## src/design/pcr_defs.svh

```systemverilog
// Purpose: Offsets, reset values, write masks and field positions of the
//          PLL control register bank.
// Assumes: Byte-wide registers addressed by a 13-bit register address.
// Notes:   Definitions only; included by bare name.
`ifndef PCR_DEFS_SVH
`define PCR_DEFS_SVH

// Register address width
`define PCR_ADDR_W 13

// Register offsets
`define PCR_OFS_SERIAL_PORT_CONTROL        13'h0000
`define PCR_OFS_READBACK_SELECT            13'h0004
`define PCR_OFS_BUFFER_TRANSFER_STROBE     13'h0005
`define PCR_OFS_PUMP_CURRENT_LEVEL         13'h000A
`define PCR_OFS_PUMP_DETECTOR_MODE         13'h000B
`define PCR_OFS_PUMP_OFFSET_CONTROL        13'h000C
`define PCR_OFS_BACKLASH_LOCKDET_CONTROL   13'h000D
`define PCR_OFS_OSCILLATOR_CAL_CONTROL     13'h000E
`define PCR_OFS_OSCILLATOR_AMPLITUDE       13'h000F
`define PCR_OFS_OSCILLATOR_BAND            13'h0010
`define PCR_OFS_FEEDBACK_INTEGER_DIVIDE    13'h0011
`define PCR_OFS_MODULUS_HIGH               13'h0012
`define PCR_OFS_MODULUS_MIDDLE             13'h0013
`define PCR_OFS_MODULUS_LOW_LOOP_CONTROL   13'h0014
`define PCR_OFS_FRACTION_HIGH              13'h0015
`define PCR_OFS_FRACTION_MIDDLE            13'h0016
`define PCR_OFS_FRACTION_LOW_DIVIDER_MSB   13'h0017
`define PCR_OFS_OUTPUT_DIVIDER_VALUES      13'h0018
`define PCR_OFS_OUTPUT_DIVIDER_OVERRIDE    13'h0019
`define PCR_OFS_RECEIVER_REFERENCE_VOLTAGE 13'h001A
`define PCR_OFS_RESONATOR_TUNING           13'h001B

// Fixed read values of the serial port control register
`define PCR_SPC_RESET 8'h18

// Stored registers in cell order: offsets, reset values, writable bits
`define PCR_CELL_ADDRS '{`PCR_OFS_SERIAL_PORT_CONTROL, `PCR_OFS_READBACK_SELECT, \
    `PCR_OFS_PUMP_CURRENT_LEVEL, `PCR_OFS_PUMP_DETECTOR_MODE, \
    `PCR_OFS_PUMP_OFFSET_CONTROL, `PCR_OFS_BACKLASH_LOCKDET_CONTROL, \
    `PCR_OFS_OSCILLATOR_CAL_CONTROL, `PCR_OFS_OSCILLATOR_AMPLITUDE, \
    `PCR_OFS_OSCILLATOR_BAND, `PCR_OFS_FEEDBACK_INTEGER_DIVIDE, \
    `PCR_OFS_MODULUS_HIGH, `PCR_OFS_MODULUS_MIDDLE, `PCR_OFS_MODULUS_LOW_LOOP_CONTROL, \
    `PCR_OFS_FRACTION_HIGH, `PCR_OFS_FRACTION_MIDDLE, `PCR_OFS_FRACTION_LOW_DIVIDER_MSB, \
    `PCR_OFS_OUTPUT_DIVIDER_VALUES, `PCR_OFS_OUTPUT_DIVIDER_OVERRIDE, \
    `PCR_OFS_RECEIVER_REFERENCE_VOLTAGE, `PCR_OFS_RESONATOR_TUNING}
`define PCR_CELL_RESETS '{8'h00, 8'h00, 8'h80, 8'h30, 8'h00, 8'h00, 8'h70, 8'h80, \
    8'h80, 8'h00, 8'h80, 8'h00, 8'h00, 8'h20, 8'h00, 8'h01, 8'h00, 8'h20, 8'h00, 8'h80}
`define PCR_CELL_MASKS '{8'h40, 8'h01, 8'hFF, 8'hFF, 8'h78, 8'hC1, 8'hFF, 8'hFC, \
    8'hFE, 8'hFF, 8'hFF, 8'hFF, 8'hFF, 8'hFF, 8'hFF, 8'hF1, 8'hFF, 8'hA0, 8'hFD, 8'hBF}

// Field positions
`define PCR_SPC_LSB_FIRST_BIT   6
`define PCR_SPC_SOFT_RESET_BIT  5
`define PCR_READBACK_BIT        0
`define PCR_STROBE_BIT          0
`define PCR_PUMP_CURRENT_OVR_BIT 7
`define PCR_BACKLASH_OVR_BIT    6
`define PCR_PUMP_MODE_LSB       4
`define PCR_PUMP_MODE_OVR_BIT   3
`define PCR_FEEDBACK_EDGE_BIT   2
`define PCR_REFERENCE_EDGE_BIT  1
`define PCR_MIDSCALE_BIT        0
`define PCR_OFFSET_DIR_BIT      6
`define PCR_OFFSET_MAG_LSB      4
`define PCR_OFFSET_OVR_BIT      3
`define PCR_BACKLASH_CODE_LSB   6
`define PCR_LOCKDET_PD_BIT      0
`define PCR_CAL_REQUEST_BIT     7
`define PCR_RX_RESET_BIT        7

`endif

```

## src/design/pcr_pkg.sv

```systemverilog
// Purpose: Types of the PLL control register bank.
// Assumes: Constants live in pcr_defs.svh.
// Notes:   Analog map mirrors registers 0x0E to 0x1B bit for bit.
package pcr_pkg;

    // Settings chosen by the automatic loop logic
    typedef struct packed {
        logic [7:0] pump_current;
        logic [1:0] backlash_period;
        logic [1:0] pump_mode_code;
        logic       offset_down;
        logic [7:0] offset_current;
    } pcr_auto_s;

    // Effective settings driven into the loop
    typedef struct packed {
        logic [7:0] pump_current;
        logic [1:0] backlash_period;
        logic [1:0] pump_mode_code;
        logic       offset_down;
        logic [7:0] offset_current;
        logic       feedback_falling;
        logic       reference_falling;
        logic       force_midscale;
        logic       lockdet_powerdown;
    } pcr_pll_ctrl_s;

    // Active oscillator, divider, receiver and resonator fields
    typedef struct packed {
        logic        cal_request;
        logic        amplitude_regulation_auto;
        logic [2:0]  alc_threshold;
        logic        cal_manual;
        logic        supply_boost;
        logic        band_manual;
        logic [5:0]  amplitude_level;
        logic [1:0]  unused_amp;
        logic [6:0]  band;
        logic        unused_band;
        logic [7:0]  integer_divide;
        logic [19:0] modulus_value;
        logic        output_freq_manual;
        logic        fraction_modulator_bypass;
        logic        fraction_modulator_disable;
        logic        pll_reset;
        logic [19:0] fraction_value;
        logic [2:0]  unused_fraction_value;
        logic [5:0]  second_stage_divider;
        logic [2:0]  first_stage_divider;
        logic        divider_manual;
        logic [6:0]  unused_div;
        logic        receiver_reset;
        logic [4:0]  bandgap_adjust;
        logic        unused_bandgap;
        logic        bandgap_manual;
        logic        resonator_auto;
        logic        unused_resonator;
        logic [5:0]  resonator_tuning;
    } pcr_analog_s;

    // State of one register cell
    typedef struct packed {
        logic [7:0] buffered;
        logic [7:0] active;
    } pcr_cell_state_s;

    // State of the bank
    typedef struct packed {
        logic          soft_reset_pending;
        logic          update_pending;
        logic [7:0]    rdata;
        logic          rvalid;
        logic [1:0]    done_meta;
        logic [1:0]    done_sync;
        pcr_pll_ctrl_s pll_ctrl;
    } pcr_bank_state_s;

endpackage

```

## src/design/pcr_reg_cell.sv

```systemverilog
// Purpose: One byte register with a serial buffer and an active copy.
// Assumes: Writes, update, soft reset and clears are same-clock pulses.
// Notes:   Unbuffered cells load the active copy directly on a write.
module pcr_reg_cell
    import pcr_pkg::*;
#(
    parameter logic [7:0] RESET_VALUE = 8'h00,
    parameter logic [7:0] WRITE_MASK  = 8'hFF,
    parameter bit         BUFFERED    = 1'b1
) (
    // Clock and reset
    input  wire logic       clock,
    input  wire logic       reset_n,
    // Controls
    input  wire logic       soft_reset,
    input  wire logic       write_en,
    input  wire logic [7:0] write_data,
    input  wire logic       update,
    input  wire logic [7:0] clear_mask,
    // Contents
    output logic [7:0]      buffered_value,
    output logic [7:0]      active_value
);
    localparam logic [7:0] STORED_RESET = RESET_VALUE & WRITE_MASK;

    pcr_cell_state_s state;
    pcr_cell_state_s next_state;

    // Clear first, then write and update so a new set wins over a clear
    always_comb begin
        next_state = state;
        next_state.buffered = state.buffered & ~clear_mask;
        next_state.active = state.active & ~clear_mask;
        if (write_en) begin
            next_state.buffered = (next_state.buffered & ~WRITE_MASK) |
                                  (write_data & WRITE_MASK);
        end
        if (!BUFFERED) begin
            next_state.active = next_state.buffered;
        end else if (update) begin
            next_state.active = state.buffered;
        end
        if (soft_reset) begin
            next_state.buffered = STORED_RESET;
            next_state.active = STORED_RESET;
        end
    end

    // State register
    always_ff @(posedge clock or negedge reset_n) begin
        if (!reset_n) begin
            state <= {STORED_RESET, STORED_RESET};
        end else begin
            state <= next_state;
        end
    end

    assign buffered_value = state.buffered;
    assign active_value = state.active;
endmodule

```

## src/design/pcr_bank.sv

```systemverilog
// Purpose: Control register bank of a fractional-N PLL clock generator.
// Assumes: A serial engine on the same clock decodes frames and presents
//          one byte access at a time on the register access port.
// Notes:   Unmapped addresses read zero and ignore writes.
// Behaviour
// - Autoclearing bits clear themselves when done
// - Port control bit 7 reads zero
// - Port control bit 4 reads one
// - Port control low nibble mirrors high nibble
// - Bit 6 selects least-significant-first order
// - Soft reset restores defaults, then self-clears
// - Readback select picks active or buffered values
// - Update strobe copies buffers to active, self-clears
// - Pump current field sets pump current only when overridden
// - Pump current override chooses field or automatic
// - Backlash override applies two-bit period code
// - Pump mode override applies two-bit mode code
// - Bit 2 picks feedback active edge
// - Bit 1 picks reference active edge
// - Bit 0 holds oscillator at midscale
// - Offset direction applies only when overridden
// - Offset magnitude scales programmed current by half..sixteenth
// - Offset override chooses programmed or automatic offset
// - Lock detector powers down when bit set
`include "pcr_defs.svh"

module pcr_bank
    import pcr_pkg::*;
#(
    parameter int NUM_CELLS = 20
) (
    // Clock and reset
    input  wire logic                    clock,
    input  wire logic                    reset_n,
    // Register access from the serial engine
    input  wire logic                    reg_write,
    input  wire logic                    reg_read,
    input  wire logic [`PCR_ADDR_W-1:0]  reg_addr,
    input  wire logic [7:0]              reg_wdata,
    output logic [7:0]                   reg_rdata,
    output logic                         reg_rvalid,
    // Bit order for the serial engine
    output logic                         lsb_first,
    // Settings proposed by the automatic loop logic
    input  wire pcr_auto_s               auto_settings,
    // Task completion pins of the analog side
    input  wire logic                    cal_done,
    input  wire logic                    rx_reset_done,
    // Control outputs
    output pcr_pll_ctrl_s                pll_ctrl,
    output pcr_analog_s                  analog_ctrl,
    output logic                         soft_reset_pulse,
    output logic                         update_pulse
);
    // Cell indices of registers with behaviour of their own
    localparam int IX_SPC = 0;
    localparam int IX_READBACK = 1;
    localparam int IX_PUMP_CURRENT = 2;
    localparam int IX_DETECTOR_MODE = 3;
    localparam int IX_OFFSET = 4;
    localparam int IX_BACKLASH = 5;
    localparam int IX_CAL = 6;
    localparam int IX_RX_REF = 18;
    localparam int IX_ANALOG_LO = 6;
    localparam int IX_ANALOG_HI = 19;

    // Register layout tables
    localparam logic [`PCR_ADDR_W-1:0] CELL_ADDR [NUM_CELLS] = `PCR_CELL_ADDRS;
    localparam logic [7:0] CELL_RESET [NUM_CELLS] = `PCR_CELL_RESETS;
    localparam logic [7:0] CELL_MASK [NUM_CELLS] = `PCR_CELL_MASKS;

    pcr_bank_state_s state;
    pcr_bank_state_s next_state;

    logic [7:0] buf_val [NUM_CELLS];
    logic [7:0] act_val [NUM_CELLS];
    logic [7:0] clear_mask [NUM_CELLS];
    logic [NUM_CELLS-1:0] cell_write;
    logic soft_reset;
    logic update;
    logic readback_buffered;
    logic cal_done_s;
    logic rx_done_s;
    logic [7:0] spc_active;
    logic [7:0] spc_buffered;
    logic [7:0] pump_level;
    logic [7:0] mode_reg;
    logic [7:0] offset_reg;
    logic [7:0] backlash_reg;

    // One-cycle actions come from the pending flags of the previous write
    assign soft_reset = state.soft_reset_pending;
    assign update = state.update_pending;
    assign readback_buffered = act_val[IX_READBACK][`PCR_READBACK_BIT];
    assign cal_done_s = state.done_sync[0];
    assign rx_done_s = state.done_sync[1];

    // Serial port control as read: forced bits and a mirrored nibble
    always_comb begin
        spc_active = 8'h00;
        spc_active[`PCR_SPC_LSB_FIRST_BIT] =
            act_val[IX_SPC][`PCR_SPC_LSB_FIRST_BIT];
        spc_active[`PCR_SPC_SOFT_RESET_BIT] = state.soft_reset_pending;
        spc_active = spc_active | `PCR_SPC_RESET;
        spc_active[3:0] = {<<{spc_active[7:4]}};
        spc_buffered = 8'h00;
        spc_buffered[`PCR_SPC_LSB_FIRST_BIT] =
            buf_val[IX_SPC][`PCR_SPC_LSB_FIRST_BIT];
        spc_buffered[`PCR_SPC_SOFT_RESET_BIT] = state.soft_reset_pending;
        spc_buffered = spc_buffered | `PCR_SPC_RESET;
        spc_buffered[3:0] = {<<{spc_buffered[7:4]}};
    end

    // Per-cell write decode; writes during a soft reset cycle are dropped
    generate
        for (genvar i = 0; i < NUM_CELLS; i++) begin : g_cell
            assign cell_write[i] = reg_write && !soft_reset &&
                                   (reg_addr == CELL_ADDR[i]);
            pcr_reg_cell #(
                .RESET_VALUE (CELL_RESET[i]),
                .WRITE_MASK  (CELL_MASK[i]),
                .BUFFERED    (i != IX_READBACK)
            ) u_cell (
                .clock          (clock),
                .reset_n        (reset_n),
                .soft_reset     (soft_reset),
                .write_en       (cell_write[i]),
                .write_data     (reg_wdata),
                .update         (update),
                .clear_mask     (clear_mask[i]),
                .buffered_value (buf_val[i]),
                .active_value   (act_val[i])
            );
        end
    endgenerate

    // Autoclearing task bits drop once the analog side reports completion
    always_comb begin
        for (int i = 0; i < NUM_CELLS; i++) begin
            clear_mask[i] = 8'h00;
        end
        if (cal_done_s && act_val[IX_CAL][`PCR_CAL_REQUEST_BIT]) begin
            clear_mask[IX_CAL][`PCR_CAL_REQUEST_BIT] = 1'b1;
        end
        if (rx_done_s && act_val[IX_RX_REF][`PCR_RX_RESET_BIT]) begin
            clear_mask[IX_RX_REF][`PCR_RX_RESET_BIT] = 1'b1;
        end
    end

    // Active loop control fields
    assign pump_level = act_val[IX_PUMP_CURRENT];
    assign mode_reg = act_val[IX_DETECTOR_MODE];
    assign offset_reg = act_val[IX_OFFSET];
    assign backlash_reg = act_val[IX_BACKLASH];

    // Next state of the bank
    always_comb begin
        logic [7:0] rd;
        logic [1:0] mag;
        rd = 8'h00;
        mag = offset_reg[`PCR_OFFSET_MAG_LSB +: 2];
        next_state = state;

        // Pin synchronisers: the first stage feeds only the second
        next_state.done_meta = {rx_reset_done, cal_done};
        next_state.done_sync = state.done_meta;

        // Soft reset and update last one cycle, a new write of one wins outside a soft reset cycle
        next_state.soft_reset_pending = 1'b0;
        next_state.update_pending = 1'b0;
        if (reg_write && !soft_reset) begin
            if (reg_addr == `PCR_OFS_SERIAL_PORT_CONTROL) begin
                next_state.soft_reset_pending =
                    reg_wdata[`PCR_SPC_SOFT_RESET_BIT];
            end else if (reg_addr == `PCR_OFS_BUFFER_TRANSFER_STROBE) begin
                next_state.update_pending = reg_wdata[`PCR_STROBE_BIT];
            end
        end
        if (soft_reset) begin
            next_state.update_pending = 1'b0;
        end

        // Read decode; buffered cells follow the readback select
        if (reg_addr == `PCR_OFS_SERIAL_PORT_CONTROL) begin
            rd = readback_buffered ? spc_buffered : spc_active;
        end else if (reg_addr == `PCR_OFS_BUFFER_TRANSFER_STROBE) begin
            rd = 8'h00;
            rd[`PCR_STROBE_BIT] = state.update_pending;
        end else if (reg_addr == `PCR_OFS_READBACK_SELECT) begin
            rd = act_val[IX_READBACK];
        end else begin
            for (int i = 0; i < NUM_CELLS; i++) begin
                if (reg_addr == CELL_ADDR[i]) begin
                    rd = readback_buffered ? buf_val[i] : act_val[i];
                end
            end
        end
        next_state.rvalid = reg_read;
        if (reg_read) begin
            next_state.rdata = rd;
        end

        // Pump current: programmed field only under override
        if (mode_reg[`PCR_PUMP_CURRENT_OVR_BIT]) begin
            next_state.pll_ctrl.pump_current = pump_level;
        end else begin
            next_state.pll_ctrl.pump_current = auto_settings.pump_current;
        end

        // Antibacklash period
        if (mode_reg[`PCR_BACKLASH_OVR_BIT]) begin
            next_state.pll_ctrl.backlash_period =
                backlash_reg[`PCR_BACKLASH_CODE_LSB +: 2];
        end else begin
            next_state.pll_ctrl.backlash_period = auto_settings.backlash_period;
        end

        // Pump mode: tristate, up, down or normal
        if (mode_reg[`PCR_PUMP_MODE_OVR_BIT]) begin
            next_state.pll_ctrl.pump_mode_code =
                mode_reg[`PCR_PUMP_MODE_LSB +: 2];
        end else begin
            next_state.pll_ctrl.pump_mode_code = auto_settings.pump_mode_code;
        end

        // Offset current scales the programmed field by a power of two
        if (offset_reg[`PCR_OFFSET_OVR_BIT]) begin
            next_state.pll_ctrl.offset_down = offset_reg[`PCR_OFFSET_DIR_BIT];
            case (mag)
                2'h0: next_state.pll_ctrl.offset_current = {1'b0, pump_level[7:1]};
                2'h1: next_state.pll_ctrl.offset_current = {2'h0, pump_level[7:2]};
                2'h2: next_state.pll_ctrl.offset_current = {3'h0, pump_level[7:3]};
                default: next_state.pll_ctrl.offset_current = {4'h0, pump_level[7:4]};
            endcase
        end else begin
            next_state.pll_ctrl.offset_down = auto_settings.offset_down;
            next_state.pll_ctrl.offset_current = auto_settings.offset_current;
        end

        // Edge selects, midscale hold and lock detector power
        next_state.pll_ctrl.feedback_falling = mode_reg[`PCR_FEEDBACK_EDGE_BIT];
        next_state.pll_ctrl.reference_falling = mode_reg[`PCR_REFERENCE_EDGE_BIT];
        next_state.pll_ctrl.force_midscale = mode_reg[`PCR_MIDSCALE_BIT];
        next_state.pll_ctrl.lockdet_powerdown = backlash_reg[`PCR_LOCKDET_PD_BIT];
    end

    // Bank state register; reset values mirror the register defaults except pump current and offset current, which reset to zero
    always_ff @(posedge clock or negedge reset_n) begin
        if (!reset_n) begin
            state <= '0;
            state.pll_ctrl.pump_mode_code <= 2'h3;
        end else begin
            state <= next_state;
        end
    end

    // Analog map packed from the active copies of 0x0E to 0x1B
    always_comb begin
        logic [8*(IX_ANALOG_HI-IX_ANALOG_LO+1)-1:0] flat;
        flat = '0;
        for (int i = IX_ANALOG_LO; i <= IX_ANALOG_HI; i++) begin
            flat[8*(IX_ANALOG_HI-i) +: 8] = act_val[i];
        end
        analog_ctrl = pcr_analog_s'(flat);
    end

    // Outputs
    assign reg_rdata = state.rdata;
    assign reg_rvalid = state.rvalid;
    assign lsb_first = act_val[IX_SPC][`PCR_SPC_LSB_FIRST_BIT];
    assign pll_ctrl = state.pll_ctrl;
    assign soft_reset_pulse = soft_reset;
    assign update_pulse = update;
endmodule

```

## config.mk

```make
export PLATFORM = sky130hd
export DESIGN_NAME = pcr_bank
export DESIGN_NICKNAME = d
export VERILOG_FILES = /design/src/design/pcr_pkg.sv /design/src/design/pcr_reg_cell.sv /design/src/design/pcr_bank.sv
export VERILOG_INCLUDE_DIRS = /design/src /design/src/design
export SDC_FILE = /design/constraint.sdc
export NUM_CORES = 1
export LEC_CHECK = 0
export ABC_AREA = 1
export ABC_CLOCK_PERIOD_IN_PS = 4500
export BUFFER_PORTS_ARGS = -buffer_cell sky130_fd_sc_hd__buf_4
export CORE_ASPECT_RATIO = 1.1
export CORE_MARGIN = 1
export CORE_UTILIZATION = 30
export CTS_CLUSTER_DIAMETER = 50
export CTS_CLUSTER_SIZE = 8
export DETAILED_ROUTE_END_ITERATION = 7
export HOLD_SLACK_MARGIN = 0.08
export PLACE_DENSITY = 0.44
export SLEW_MARGIN = 0
export SYNTH_ARGS = -nofsm -noshare
export SYNTH_HDL_FRONTEND = slang
export SYNTH_SLANG_ARGS = --single-unit
```

## constraint.sdc

```tcl
create_clock -name clock -period 4.5 [get_ports clock]
set_input_delay 0.225 -clock clock [delete_from_list [all_inputs] [get_ports clock]]
set_output_delay 0.225 -clock clock [all_outputs]
set_load 0.01 [all_outputs]
```

### Yosys cells after proc, flatten, opt, wreduce, memory -nomap -nowiden

Index checks and enable logic that the tools add are counted.

| operators by class | value |
|---|---|
| equal/unequal tests | 22 |
| multiplexer cells | 111 |
| bitwise gates (word level) | 16 |
| reduce and logical (&&, ||, !) cells | 44 |

Operators by type and width:

| operator | number |
|---|---|
| $mux 8 | 79 |
| $mux 16 | 20 |
| $eq 13x5->1 const B | 12 |
| $eq 13x4->1 const B | 6 |
| $reduce_bool 2->1 | 18 |
| $and 8x8->8 | 4 |
| $eq 13x3->1 const B | 2 |
| $logic_and 1x1->1 | 23 |
| $pmux 7 s3 | 1 |
| $not 8->8 | 2 |
| $or 2x8->8 | 2 |
| $or 7x8->8 | 2 |
| $or 8x7->8 | 2 |
| $logic_not 13->1 | 1 |
| $mux 9 | 1 |
| $or 1x8->8 | 1 |
| $or 4x8->8 | 1 |
| $or 6x8->8 | 1 |
| $or 8x1->8 | 1 |
| $mux 7 | 1 |
| $mux 1 | 6 |
| $mux 2 | 3 |
| $eq 2x1->1 const B | 1 |
| $eq 2x2->1 const B | 1 |
| other kinds (2) | 2 |

| storage, ports and cells | value |
|---|---|
| bits in registers | 359 |
| output and inout port bits | 149 |

### Depth between registers and ports, before layout

| depth | value |
|---|---|
| depth after elaboration | 22 |
| gate-level depth with buffers | 23 |

### Hierarchy

A second synthesis with hierarchy kept.

| unflattened totals | value |
|---|---|
| cell total of the unflattened synthesis | 2788 |
| area total of the unflattened synthesis | 20245.7 µm² |

By module, submodules not included:

| module | instances | cells each | area each (µm²) | sequential area each (µm²) |
|---|---|---|---|---|
| pcr_bank | 1 | 852 | 5056.1 | 1003.5 |
| pcr_reg_cell (g_cell[11].u_cell ...) | 5 | 110 | 828.3 | 400.4 |
| pcr_reg_cell (g_cell[10].u_cell ...) | 3 | 106 | 815.8 | 402.9 |
| pcr_reg_cell (g_cell[8].u_cell) | 1 | 101 | 790.8 | 402.9 |
| pcr_reg_cell (g_cell[18].u_cell) | 1 | 105 | 785.8 | 400.4 |
| pcr_reg_cell (g_cell[19].u_cell) | 1 | 101 | 777.0 | 402.9 |
| pcr_reg_cell (g_cell[6].u_cell) | 1 | 97 | 777.0 | 407.9 |
| pcr_reg_cell (g_cell[3].u_cell) | 1 | 102 | 775.7 | 405.4 |
| pcr_reg_cell (g_cell[7].u_cell) | 1 | 97 | 772.0 | 402.9 |
| pcr_reg_cell (g_cell[15].u_cell) | 1 | 93 | 754.5 | 402.9 |
| pcr_reg_cell (g_cell[4].u_cell) | 1 | 93 | 738.2 | 400.4 |
| pcr_reg_cell (g_cell[5].u_cell) | 1 | 88 | 716.9 | 400.4 |
| pcr_reg_cell (g_cell[17].u_cell) | 1 | 80 | 690.7 | 402.9 |
| pcr_reg_cell (g_cell[0].u_cell) | 1 | 80 | 681.9 | 400.4 |
| pcr_reg_cell (g_cell[1].u_cell) | 1 | 31 | 340.3 | 200.2 |

### Least setup slack after synthesis

No wires, ideal clock.

| timing | value |
|---|---|
| path type | register to register |
| start | register g_cell[1].u_cell.state, in the netlist g_cell[1].u_cell.active_value[0] |
| end | register state, in the netlist reg_rdata[3] |
| setup time | 0.125 ns |
| arrival time | 1.732 ns |
| setup slack | 2.643 ns |
| stages on the path, launching flop included | 15 |
| cell sequence | dfrtp_1 buf_2 buf_2 clkbuf_1 o21ai_0 nand2_1 nand4_1 nor3_1 nand4_1 nand2_1 nand3_1 nor2_1 nand3_1 nand2_1 a21oi_1 |

| on the way | value |
|---|---|
| cells in the longest elaborated chain, start to end | 22 |
| elaborated cells between the ends (all ways) | 39 |

RTL lines:

| element | line | text |
|---|---|---|
| start: declaration | pcr_reg_cell.sv:26 | `pcr_cell_state_s state;` |
| start signal: assignment | pcr_reg_cell.sv:52 | `state <= {STORED_RESET, STORED_RESET};` |
| start signal: assignment | pcr_reg_cell.sv:54 | `state <= next_state;` |
| $mux 8 | pcr_bank.sv:194 | `rd = readback_buffered ? buf_val[i] : act_val[i];` |
| $mux 8 (17 in series) | pcr_bank.sv:193 | `if (reg_addr == CELL_ADDR[i]) begin` |
| $mux 8 (*) | pcr_bank.sv:193 |  |
| $mux 8 (*) | pcr_bank.sv:189 | `` end else if (reg_addr == `PCR_OFS_READBACK_SELECT) begin `` |
| $mux 8 (*) | pcr_bank.sv:186 | `` end else if (reg_addr == `PCR_OFS_BUFFER_TRANSFER_STROBE) begin `` |
| $mux 8 (*) | pcr_bank.sv:184 | `` if (reg_addr == `PCR_OFS_SERIAL_PORT_CONTROL) begin `` |
| end signal: assignment | pcr_bank.sv:253 | `state <= next_state;` |
| end: declaration | pcr_bank.sv:72 | `pcr_bank_state_s state;` |

Every way passes the cells marked *; elsewhere a longest branch is shown, timed or not.
A chain may end at the register's enable or synchronous reset.

### Final worst setup path

| timing | value |
|---|---|
| start | register g_cell[1].u_cell.state, in the netlist g_cell[1].u_cell.active_value[0] |
| end | register state, in the netlist reg_rdata[4] |

Same word-level chain as after synthesis.

==> results by group <==
Status
  • Status: finished, final reports clean

Logic synthesis
  • Number of synthesized flops with an enable pin: 0
  • Largest family of logic cells by synthesized area: simple AND/OR/NAND/NOR gates
  • Syn Area/Cell: between 8 and 9 um^2
  • Seq cells post-synth: 330
  • Ys async rst share: 1.00
  • Compound-cell area share of the yosys netlist: 0.162
  • Synthesized-area fraction occupied by and/or/nand/nor cells: 0.185
  • Top cells by count, synth: nand2_1, dfrtp_1, o21ai_0
  • Syn_nets: about 2,100
  • YS warnings: 0
  • Top cells by area, synth: dfrtp_1, nand2_1, o21ai_0
  • Post-Synth XOR/XNOR Area: 0
  • Ys flop type: dfrtp_1
  • Adder-Cell Fraction of Synth Area: 0
  • Top cell type's share of synthesized area: 0.465
  • Largest area contributor in the netlist: dfrtp_1
  • Post-synthesis instance total: just over 2,000
  • Most frequent cell after synthesis: nand2_1
  • Post-synthesis mux area share: 0.00246
  • Post-synth cell types: 42
  • Mapped cell area: 0.0163 mm^2
  • Post-synthesis sequential area ratio: 0.510

Floorplan
  • Core area: 0.0536 mm^2
  • Die W: between 200 and 250 um
  • Initial Util: 0.304
  • I/O Pins: between 150 and 200
  • Die area: 0.0551 mm^2
  • Die Y: between 200 and 250 um
  • Row cnt: between 80 and 90

STA
  • Final hold vios: 0
  • Final worst slack: 1.19 ns
  • Final setup vio count: 0
  • Fmax: ~300 MHz
  • Crit path time final: 3.31 ns
  • RSZ-0062 raised after global routing: no
  • Worst-margin pin slew: 1.09 ns
  • Clock skew: about 0.014 ns
  • Setup TNS: 0 ns
  • Period utilization: 0.736
  • Max-slew violations: 0
  • Slew margin rel.: 0.271

Clocking
  • Clock Latency Late Sink: 0.58 ns
  • Cts hold-fix bufs: 34
  • Post-CTS sizing: 0
  • H-tree Lvls: 2
  • CTS clk-pin slew, worst paths: 0.05 ns
  • CTS Buf Count: 51
  • Post-CTS setup buffer count: 0
  • CTS tree: done
  • Clock sink total: 330
  • Clk root buf: clkbuf_16
  • Clock Tree Buf Depth: 3

Route
  • DR top layer: met4
  • Residual DRC: 0
  • DR WL met3: around 2700 um
  • 1st-iter DRT viols: approximately 1,000
  • Total wire length: 58,700 um
  • DR vias: around 14,000
  • Routed wire length per instance: 20.3 um
  • Routed met2 length: about 29,000 um
  • First-pass DRT Iterations: 5
  • Via density: between 4 and 5
  • Final ANT Viol Nets: 0
  • M1 WL: ~26,000 um

Place
  • Port buffer count: 196
  • DP Worst Slack: around 1.1 ns
  • Dpl hpwl: between 40,000 and 50,000 um
  • Final GP Congestion: approximately 0.86

Setup path
  • Startpoint class of the critical path: flip-flop
  • R2r setup slk: 1.19 ns
  • Crit-path max FO: between 70 and 80
  • Required @ worst endpoint: roughly 5 ns
  • Crit path DAT: roughly 3.8 ns
  • Kind of critical path: flip-flop to flip-flop
  • Crit. End Element: flip-flop

Power and ir drop
  • PwrDens: between 300 and 400 mW/mm^2
  • P_leak: around 8.9 nW
  • IR drop worst, VDD: between 0.2 and 0.25 mV

Global route
  • Global Route Usage Sum: 0.214
  • Antenna violations before repair: 1
  • Vias in the first global route: roughly 14,000
  • Largest net degree at the start of global routing: 173
  • Global-route wire length before repair: between 80,000 and 90,000 um
  • GR Overflow Total: 0

Cells and area
  • Antenna cells: 0
  • # nets final: approximately 2,200
  • Layout cells sized above 1: 0.166
  • Area grow syn2layout: 20.6%

Flow run
  • Max-Cap Viols: 0

Worst hold path
  • Min-Delay Path Class: input pin to flip-flop
[cells by family after synthesis]
| family | Yosys count |
|---|---|
| mux | 4 |
| compound gates | 469 |
| buf+inv | 486 |
| flops | 330 |
| simple gates | 730 |
[report_power, final]
| group | switching, W | internal, W | leakage (nW) | total [W] |
|---|---|---|---|---|
| clock | 0.00141 | 0.00236 | 0.769 | 0.00377 |
| sequential | 0.0000257 | 0.00303 | 4.30 | 0.00305 |
| combinational | 0.000206 | 0.000101 | 3.82 | 0.000306 |
| total | 0.00164 | 0.00549 | 8.89 | 0.00713 |
[cell type report]
class	count	area (um^2)
Clock buffer	88	1510
Sequential cell	330	8300
Fill cell	5609	34000
Timing Repair Buffer	253	2030
Multi-Input combinational cell	1203	5710
Clock inverter	6	83.8
Inverter	286	1080
Tap cell	728	911
[final timing paths]
check,start,end,depth (start not counted)
max in group asynchronous,reset_n,g_cell[15].u_cell.active_value[3],3
worst min register to register,next_state[25],cal_done_s,0
worst max-delay path,g_cell[1].u_cell.active_value[0],reg_rdata[4],12
min in group asynchronous,reset_n,pll_ctrl[11],2
worst max register to register,g_cell[1].u_cell.active_value[0],reg_rdata[4],12
worst min-delay path,reg_write,g_cell[3].u_cell.buffered_value[4],5
[sequential cells by signal, indices dropped and copies added, names as in the netlist]
signal	count
rx_done_s	1
reg_rdata	8
g_cell.u_cell.active_value	146
reg_rvalid	1
next_state	2
pll_ctrl	25
update_pulse	1
cal_done_s	1
soft_reset_pulse	1
g_cell.u_cell.buffered_value	144
[layer usage]
layer | global-route usage | up-vias
met4 | 0.0586 | 0
met5 | 0 | -
met1 | 0.286 | 6796
met3 | 0.0235 | 66
li1 | - | 6629
met2 | 0.366 | 372
[cell usage in the layout, fill, tap and decap left out, types with 2 or more instances in the layout]
cell / count
dfstp_2: 28
dfrtp_1: 301
buf_12: 3
nand4_1: 24
mux2i_1: 4
nor3_1: 17
nor3_2: 6
a211oi_1: 22
o21ai_1: 5
nand2_2: 4
o31ai_1: 2
nor4_2: 2
o2111ai_1: 5
bufinv_16: 2
clkinv_2: 6
inv_1: 264
nor2_2: 9
clkinv_1: 2
clkbuf_16: 53
nor2_1: 112
dlygate4sd3_1: 34
nand2_1: 504
clkbuf_8: 5
a22o_1: 4
inv_2: 17
o221ai_1: 4
clkbuf_1: 30
nand3_1: 44
buf_4: 215
o21ai_0: 300
o211ai_1: 38
a21oi_1: 32
nor2_4: 4
o22ai_1: 51
[worst max-delay path: stages, from the launching register on]
cell	delay [ns]
dfrtp_4	0.43
buf_4	0.53
o21ai_0	0.37
nand2_1	0.22
nand4_1	0.16
nor3_1	0.49
nand4_1	0.15
nand2_1	0.15
nand3_1	0.11
nor2_1	0.28
nand3_1	0.14
nand2_1	0.08
a21oi_1	0.05
[stage by stage]
step	hold WS, ns	cell area [um^2]	instances	power (W)	utilization
floorplan	-0.0706	16300	2019	0.00319	-
global placement	0.334	17700	2766	0.00339	0.330
detailed placement	0.336	17700	2766	0.00339	0.330
CTS	0.0983	19600	2894	0.00721	0.366
global route	0.160	19600	2894	0.00736	0.366
finish	0.131	19600	2894	0.00713	0.366
Power figures use the tool's default switching activity.
